$ cat config.mk
export PLATFORM = sky130hd
export DESIGN_NAME = rtc_time_date
export DESIGN_NICKNAME = d
export VERILOG_FILES = /design/src/logic/rtc_pkg.sv /design/src/logic/rtc_bcd_inc.sv /design/src/logic/rtc_tick_hold.sv /design/src/logic/rtc_time_date.sv
export VERILOG_INCLUDE_DIRS = /design/src /design/src/logic
export SDC_FILE = /design/constraint.sdc
export NUM_CORES = 1
export LEC_CHECK = 0
export BUFFER_PORTS_ARGS = -buffer_cell sky130_fd_sc_hd__clkbuf_2
export CELL_PAD_IN_SITES_DETAIL_PLACEMENT = 0
export CELL_PAD_IN_SITES_GLOBAL_PLACEMENT = 2
export CORE_MARGIN = 8
export CORE_UTILIZATION = 32
export DETAILED_ROUTE_END_ITERATION = 16
export GPL_TIMING_DRIVEN = 0
export PLACE_DENSITY_LB_ADDON = 0.1
export SYNTH_ARGS = -nofsm -noshare
export SYNTH_HDL_FRONTEND = slang
export SYNTH_SLANG_ARGS = --single-unit
$ cat constraint.sdc
create_clock -name clk -period 3 [get_ports clk]
set_input_delay 0.45 -clock clk [delete_from_list [all_inputs] [get_ports clk]]
set_output_delay 0.45 -clock clk [all_outputs]
set_load 0.01 [all_outputs]
$ cat src/logic/rtc_time_map.svh
// Register offsets, field positions and constants of the time and date counters
`ifndef RTC_TIME_MAP_SVH
`define RTC_TIME_MAP_SVH
`define RTC_ADDR_SECONDS 8'h03
`define RTC_ADDR_MINUTES 8'h04
`define RTC_ADDR_HOURS 8'h05
`define RTC_ADDR_DAYS 8'h06
`define RTC_ADDR_WEEKDAYS 8'h07
`define RTC_ADDR_MONTHS 8'h08
`define RTC_ADDR_YEARS 8'h09
`define RTC_SEC_MASK 8'h7F
`define RTC_MIN_MASK 8'h7F
`define RTC_HOUR_MASK 8'h3F
`define RTC_DAY_MASK 8'h3F
`define RTC_WDAY_MASK 8'h07
`define RTC_MON_MASK 8'h1F
`define RTC_YEAR_MASK 8'hFF
`define RTC_INTEGRITY_BIT 7
`define RTC_AFTERNOON_BIT 5
`define RTC_INTEGRITY_RST 1'h1
`endif

$ cat src/logic/rtc_pkg.sv
// Types shared by the time and date counter block
`default_nettype none
package rtc_pkg;
	typedef struct packed {
		logic [7:0] sec;
		logic [7:0] min;
		logic [7:0] hour;
		logic [7:0] day;
		logic [7:0] wday;
		logic [7:0] mon;
		logic [7:0] year;
	} rtc_time_t;
	typedef struct packed {
		logic wr;
		logic [7:0] addr;
		logic [7:0] data;
	} rtc_wr_t;
endpackage : rtc_pkg
`default_nettype wire

$ cat src/logic/rtc_bcd_inc.sv
// BCD two-digit incrementer with wrap to a low bound
`default_nettype none
module rtc_bcd_inc (
	input wire logic [7:0] val,
	input wire logic [7:0] last,
	input wire logic [7:0] first,
	output logic [7:0] nxt,
	output logic wrap
);
	always_comb begin
		wrap = (val == last);
		if (wrap) begin
			nxt = first;
		end else if (val[3:0] >= 4'h9) begin
			nxt = {val[7:4] + 4'h1, 4'h0};
		end else begin
			nxt = {val[7:4], val[3:0] + 4'h1};
		end
	end
endmodule : rtc_bcd_inc
`default_nettype wire

$ cat src/logic/rtc_tick_hold.sv
// Holds one tick that lands while a host access is in progress
`default_nettype none
module rtc_tick_hold (
	input wire logic clk,
	input wire logic rstn,
	input wire logic tick,
	input wire logic busy,
	output logic advance
);
	logic pend_q;
	always_ff @(posedge clk) begin
		if (!rstn) begin
			pend_q <= 1'b0;
		end else if (busy) begin
			if (tick) begin
				pend_q <= 1'b1;
			end
		end else begin
			pend_q <= 1'b0;
		end
	end
	assign advance = !busy && (tick || pend_q);
endmodule : rtc_tick_hold
`default_nettype wire

$ cat src/logic/rtc_time_date.sv
// Time of day and calendar counters with host register access
// Notes on behaviour
// - seconds BCD 00..59, bits 6:4 and 3:0
// - minutes at 04h, BCD 00..59
// - unimplemented bits read back zero
// - counters not cleared by any reset
// - 24-hour hours 00..23 at 05h
// - 12-hour hours 1..12, bit5 afternoon
// - format chosen by hour-format select bit
// - day of month 1..31 at 06h
// - February 29 when year divisible by four
// - weekday 0..6 at 07h bits 2:0
// - code 000 Sunday, 001 Monday
// - month 1..12 at 08h bits 4:0
// - integrity flag set by reset, host clears
// - year 00..99 BCD at 09h
// - counters frozen during host access
// - one tick held, access under second
`include "rtc_time_map.svh"
`default_nettype none
module rtc_time_date (
	input wire logic clk,
	input wire logic rstn,
	input wire logic tick_1hz,
	input wire logic access_busy,
	input wire logic mode_12h,
	input wire logic reg_wr,
	input wire logic [7:0] reg_addr,
	input wire logic [7:0] reg_wdata,
	output logic [7:0] reg_rdata,
	output logic clock_integrity_flag,
	output rtc_pkg::rtc_time_t time_now
);
	// ------------------------------------------------------------
	// Storage
	// ------------------------------------------------------------
	rtc_pkg::rtc_time_t t_q;
	rtc_pkg::rtc_time_t t_d;
	rtc_pkg::rtc_wr_t wr;
	logic integ_q;
	logic advance;
	logic afternoon_indicator;

	assign wr = '{wr: reg_wr, addr: reg_addr, data: reg_wdata};

	rtc_tick_hold u_hold (
		.clk(clk),
		.rstn(rstn),
		.tick(tick_1hz),
		.busy(access_busy),
		.advance(advance)
	);

	// ------------------------------------------------------------
	// Calendar helpers
	// ------------------------------------------------------------
	// leap year test
	function automatic logic leap(input logic [7:0] y);
		// BCD value divisible by four: tens even needs units 0,4,8; tens odd 2,6
		if (y[4] == 1'b0) begin
			leap = (y[3:0] == 4'h0) || (y[3:0] == 4'h4) || (y[3:0] == 4'h8);
		end else begin
			leap = (y[3:0] == 4'h2) || (y[3:0] == 4'h6);
		end
	endfunction : leap

	function automatic logic [7:0] month_last(input logic [7:0] m, input logic lp);
		if (m == 8'h02) begin
			month_last = lp ? 8'h29 : 8'h28;
		end else if (m == 8'h04 || m == 8'h06 || m == 8'h09 || m == 8'h11) begin
			month_last = 8'h30;
		end else begin
			month_last = 8'h31;
		end
	endfunction : month_last

	// ------------------------------------------------------------
	// Increment chain
	// ------------------------------------------------------------
	logic [7:0] sec_n, min_n, h24_n, day_n, mon_n, yr_n;
	logic sec_w, min_w, h24_w, day_w, mon_w;
	logic [7:0] hour_n;
	logic hour_w;
	logic [4:0] h12;

	rtc_bcd_inc u_sec (.val(t_q.sec & `RTC_SEC_MASK), .last(8'h59), .first(8'h00),
		.nxt(sec_n), .wrap(sec_w));
	rtc_bcd_inc u_min (.val(t_q.min), .last(8'h59), .first(8'h00),
		.nxt(min_n), .wrap(min_w));
	rtc_bcd_inc u_h24 (.val(t_q.hour), .last(8'h23), .first(8'h00),
		.nxt(h24_n), .wrap(h24_w));
	rtc_bcd_inc u_day (.val(t_q.day), .last(month_last(t_q.mon, leap(t_q.year))),
		.first(8'h01), .nxt(day_n), .wrap(day_w));
	rtc_bcd_inc u_mon (.val(t_q.mon), .last(8'h12), .first(8'h01),
		.nxt(mon_n), .wrap(mon_w));
	rtc_bcd_inc u_yr (.val(t_q.year), .last(8'h99), .first(8'h00),
		.nxt(yr_n), .wrap());

	assign h12 = t_q.hour[4:0];
	assign afternoon_indicator = t_q.hour[`RTC_AFTERNOON_BIT];

	always_comb begin
		hour_n = h24_n;
		hour_w = h24_w;
		if (mode_12h) begin
			hour_w = 1'b0;
			// afternoon toggles at 11 to 12
			if (h12 == 5'h11) begin
				hour_n = {2'b00, !afternoon_indicator, 5'h12};
				hour_w = afternoon_indicator;
			end else if (h12 == 5'h12) begin
				hour_n = {2'b00, afternoon_indicator, 5'h01};
			end else if (h12[3:0] >= 4'h9) begin
				hour_n = {2'b00, afternoon_indicator, 5'h10};
			end else begin
				hour_n = {2'b00, afternoon_indicator, h12[4], h12[3:0] + 4'h1};
			end
		end
	end

	// ------------------------------------------------------------
	// Next state
	// ------------------------------------------------------------
	always_comb begin
		t_d = t_q;
		if (advance) begin
			t_d.sec = sec_n;
			if (sec_w) begin
				t_d.min = min_n;
				if (min_w) begin
					t_d.hour = hour_n;
					if (hour_w) begin
						t_d.day = day_n;
						// week runs Sunday 0 to Saturday 6
						t_d.wday = (t_q.wday[2:0] >= 3'h6) ? 8'h00 : {5'h00, t_q.wday[2:0] + 3'h1};
						if (day_w) begin
							t_d.mon = mon_n;
							if (mon_w) begin
								t_d.year = yr_n;
							end
						end
					end
				end
			end
		end
		if (wr.wr) begin
			if (wr.addr == `RTC_ADDR_SECONDS) begin
				t_d.sec = wr.data & `RTC_SEC_MASK;
			end else if (wr.addr == `RTC_ADDR_MINUTES) begin
				t_d.min = wr.data & `RTC_MIN_MASK;
			end else if (wr.addr == `RTC_ADDR_HOURS) begin
				t_d.hour = wr.data & `RTC_HOUR_MASK;
			end else if (wr.addr == `RTC_ADDR_DAYS) begin
				t_d.day = wr.data & `RTC_DAY_MASK;
			end else if (wr.addr == `RTC_ADDR_WEEKDAYS) begin
				t_d.wday = wr.data & `RTC_WDAY_MASK;
			end else if (wr.addr == `RTC_ADDR_MONTHS) begin
				t_d.mon = wr.data & `RTC_MON_MASK;
			end else if (wr.addr == `RTC_ADDR_YEARS) begin
				t_d.year = wr.data & `RTC_YEAR_MASK;
			end
		end
	end

	always_ff @(posedge clk) begin
		t_q <= t_d;
	end

	always_ff @(posedge clk) begin
		if (!rstn) begin
			integ_q <= `RTC_INTEGRITY_RST;
		end else if (wr.wr && wr.addr == `RTC_ADDR_SECONDS) begin
			integ_q <= wr.data[`RTC_INTEGRITY_BIT];
		end
	end

	// ------------------------------------------------------------
	// Read path
	// ------------------------------------------------------------
	// reserved bits read zero
	always_ff @(posedge clk) begin
		if (!rstn) begin
			reg_rdata <= 8'h00;
		end else if (reg_addr == `RTC_ADDR_SECONDS) begin
			reg_rdata <= {integ_q, t_q.sec[6:0]};
		end else if (reg_addr == `RTC_ADDR_MINUTES) begin
			reg_rdata <= t_q.min & `RTC_MIN_MASK;
		end else if (reg_addr == `RTC_ADDR_HOURS) begin
			reg_rdata <= t_q.hour & `RTC_HOUR_MASK;
		end else if (reg_addr == `RTC_ADDR_DAYS) begin
			reg_rdata <= t_q.day & `RTC_DAY_MASK;
		end else if (reg_addr == `RTC_ADDR_WEEKDAYS) begin
			reg_rdata <= t_q.wday & `RTC_WDAY_MASK;
		end else if (reg_addr == `RTC_ADDR_MONTHS) begin
			reg_rdata <= t_q.mon & `RTC_MON_MASK;
		end else if (reg_addr == `RTC_ADDR_YEARS) begin
			reg_rdata <= t_q.year;
		end else begin
			reg_rdata <= 8'h00;
		end
	end

	assign clock_integrity_flag = integ_q;
	assign time_now = t_q;
endmodule : rtc_time_date
`default_nettype wire

==> flow_summary.toml <==
[outcome]
outcome = "completed"

[synth]
synthArstFlopShare_pct = 0
synthMuxAreaShare_pct = 4.205
ys_seq_area_share_pct = 30.63
synth_xor_area_share_pct = 1.827
synth_cell_types = 61
syn-num-nets = 614
syn_avg_cell_area_sq_um = 7.745
ys.flop_type = "dfxtp_1"
synthSimpleGateAreaFrac_pct = 26.31
synth_top_family_by_area = "simple AND/OR/NAND/NOR gates"
netlist_area_sq_mm = 0.004314
ys_top_cells_by_area = "dfxtp_1, ha_1, a21oi_1, nand2_1, nor2_1"
syn-instance-count = 557
synthAdderAreaFrac_pct = 10.15
ys_seq_elements = 66
synth_top_cell_area_share_pct = 30.63
synth-edff-count = 0
yosysWarnings = 0
synth_top_area_cell = "dfxtp_1"
synth-compound-area-share_pct = 21.64

[worst_setup_path]
cp-start-kind = "flop"
worst_ep_required_time_ns = 3.28
arrival_ns = 3.10
endpoint_kind = "flop"
path_max_fanout = 10
crit_type = "flop to flop"

[hold_path]
min_path_type = "input port to flop"

[drt]
wl_mm = 15.80
via_per_inst = 5.260
drt_iter0_drc = 304
wire_per_inst_um = 18.95
ant_nets = 0
drc = 0
drtPass1Iterations = 4
num_vias = 4387

[clocking]
path_clk_slew_ns = 0.06
cts.path.max_buffers = 2
cts.sinks = 66
htreeDepth = 3
cts_buffers = 9
clock_latency_ns = 0.35
cts_root_buf = "clkbuf_16"
cts_tree = "built"

[grt]
use_met1_pct = 22.94
met3_usage_pct = 4.459
grt_start_max_net_pins = 12
grt_pass1_vias = 4292
top_usage_layer = "met2"
grt_use_met2_pct = 29.37
gr-total-overflow = 0
antenna_found_initial = 0
grt_pass1_wl_mm = 25.03
grtUsageTotal_pct = 18.19

[sta]
hold_viol = 0
finalSetupViolCount = 0
timing.hold.ws_ns = 0.3269
setup_slack_ns = 0.1815
worst_pin_slew_ns = 1.022
slew_violations = 0
max_freq_mhz = 354.8
max_slew_margin_pct = 31.30
skew_ns = 0.009399
period_minus_slack_ns = 2.819
grt_setup_unrepaired = "no"
min_period_over_period_pct = 93.95

[placed_design]
dp.cells = 818
port_buffers = 85
pre_cts_slack_ns = -0.1349
gp_congestion = 0.8578
hpwl_mm = 11.88

[finish]
utilization_pct = 40.44
layout.nets = 710
most-common-layout-cells = "clkbuf_2, dfxtp_1, nor2_1, nand2_1, a21oi_1"
diodes = 0
final_common_cell = "clkbuf_2"
drive_gt1_share_pct = 19.30
instances_no_fill = 834
fill_cells = 1420
syn_to_final_growth_pct = 23.64

[floorplanning]
die_w_um = 132.1
ios = 87
fp-row-count = 42
core_sq_mm = 0.01319
dieArea_sq_mm = 0.01745
die_y_um = 132.1
initial_utilization_pct = 32.71

[power_and_ir_drop]
p_per_area_mw_per_mm2 = 532.2
peakVddDrop_mv = 0.2852
p_leak_nw = 2.191

[run]
max_cap_viol_count = 0
report_power, final:
part / internal [mW] / total (mW) / switching, mW
Clock: 0.837 / 1.26 / 0.420
Combinational: 0.203 / 0.475 / 0.272
Sequential: 0.958 / 1.11 / 0.149
flip-flops by register name (all words and copies together), names as in the netlist:
register              count
u_hold.pend_q             1
reg_rdata                 8
time_now                 56
clock_integrity_flag      1
repair_timing:
| action | in CTS | in global routing |
|---|---|---|
| endpoints found under the setup margin | 11 | 16 |
| hold buffers | 0 | 0 |
| gates resized for setup | 4 | 3 |
| pin swaps | 0 | 0 |
| buffers inserted | 0 | 0 |
logic make-up (layout without fill, tap and decap cells):
family | Yosys count | after routing
AOI/OAI and AO/OA | 150 | 150
xor gates and xnor gates | 9 | 9
adders and majority gates | 35 | 35
buffers and inverters | 56 | 157
DFF | 66 | 66
muxes | 17 | 17
and+or+nand+nor | 224 | 224
per-stage QoR:
step | cell area, sq um | total power [mW] | setup TNS, ns
6_report | 5334 | 2.838 | 0
2_1_floorplan | 4314 | 1.369 | 0
5_1_grt | 5334 | 2.982 | 0
3_5_place_dp | 4960 | 1.599 | -0.5392
3_3_place_gp | 4960 | 1.588 | -0.3386
4_1_cts | 5319 | 2.864 | 0
critical path: stages, from the launching register on:
cell	delay (ns)
dfxtp_1	0.33
buf_6	0.15
nor4_4	0.31
and3_4	0.26
mux2i_1	0.31
nand2_1	0.09
mux2_4	0.36
or3_4	0.42
or3_1	0.35
a31oi_1	0.16
synth_stat cells (all sizes together), types with 4 or more instances:
| cell | count |
|---|---|
| o31a | 5 |
| a22oi | 5 |
| nor3b | 6 |
| and3 | 15 |
| nor2b | 10 |
| nand2b | 6 |
| a31oi | 10 |
| dfxtp | 66 |
| and2 | 6 |
| mux2i | 11 |
| clkbuf | 18 |
| a211oi | 8 |
| nand4 | 9 |
| ha | 35 |
| nand2 | 59 |
| xnor2 | 6 |
| nor4 | 6 |
| mux2 | 6 |
| nor2 | 59 |
| a21boi | 4 |
| nand4b | 4 |
| nor3 | 15 |
| o21ai | 40 |
| buf | 7 |
| inv | 31 |
| nand3 | 16 |
| a21oi | 47 |
| or3 | 5 |
| o31ai | 8 |
path summary, 6_finish.rpt:
path	slack (ns)	startpoint	cells past startpoint	endpoint
worst max register to register	0.18	time_now[10]	9	time_now[3]
worst min-delay path	0.33	access_busy	3	u_hold.pend_q
worst max-delay path	0.18	time_now[10]	9	time_now[3]
worst min register to register	0.48	time_now[22]	1	time_now[22]
routing by layer:
layer	vias up	share of wire, %
met5	-	0
met4	0	2.2
met3	17	5.6
met2	111	46
met1	2061	46
li1	2198	-
layout make-up:
class / count / area [sq um] / area share [%]
Tap cell: 176 / 220.2 / 4.129
Sequential cell: 66 / 1323 / 24.79
Clock inverter: 4 / 98.84 / 1.853
Multi-Input combinational cell: 435 / 2794 / 52.38
Clock buffer: 12 / 246.5 / 4.621
Inverter: 31 / 116.4 / 2.182
Timing Repair Buffer: 85 / 425.4 / 7.976
Buffer: 25 / 110.1 / 2.064
(Power assumes the default switching activity.)
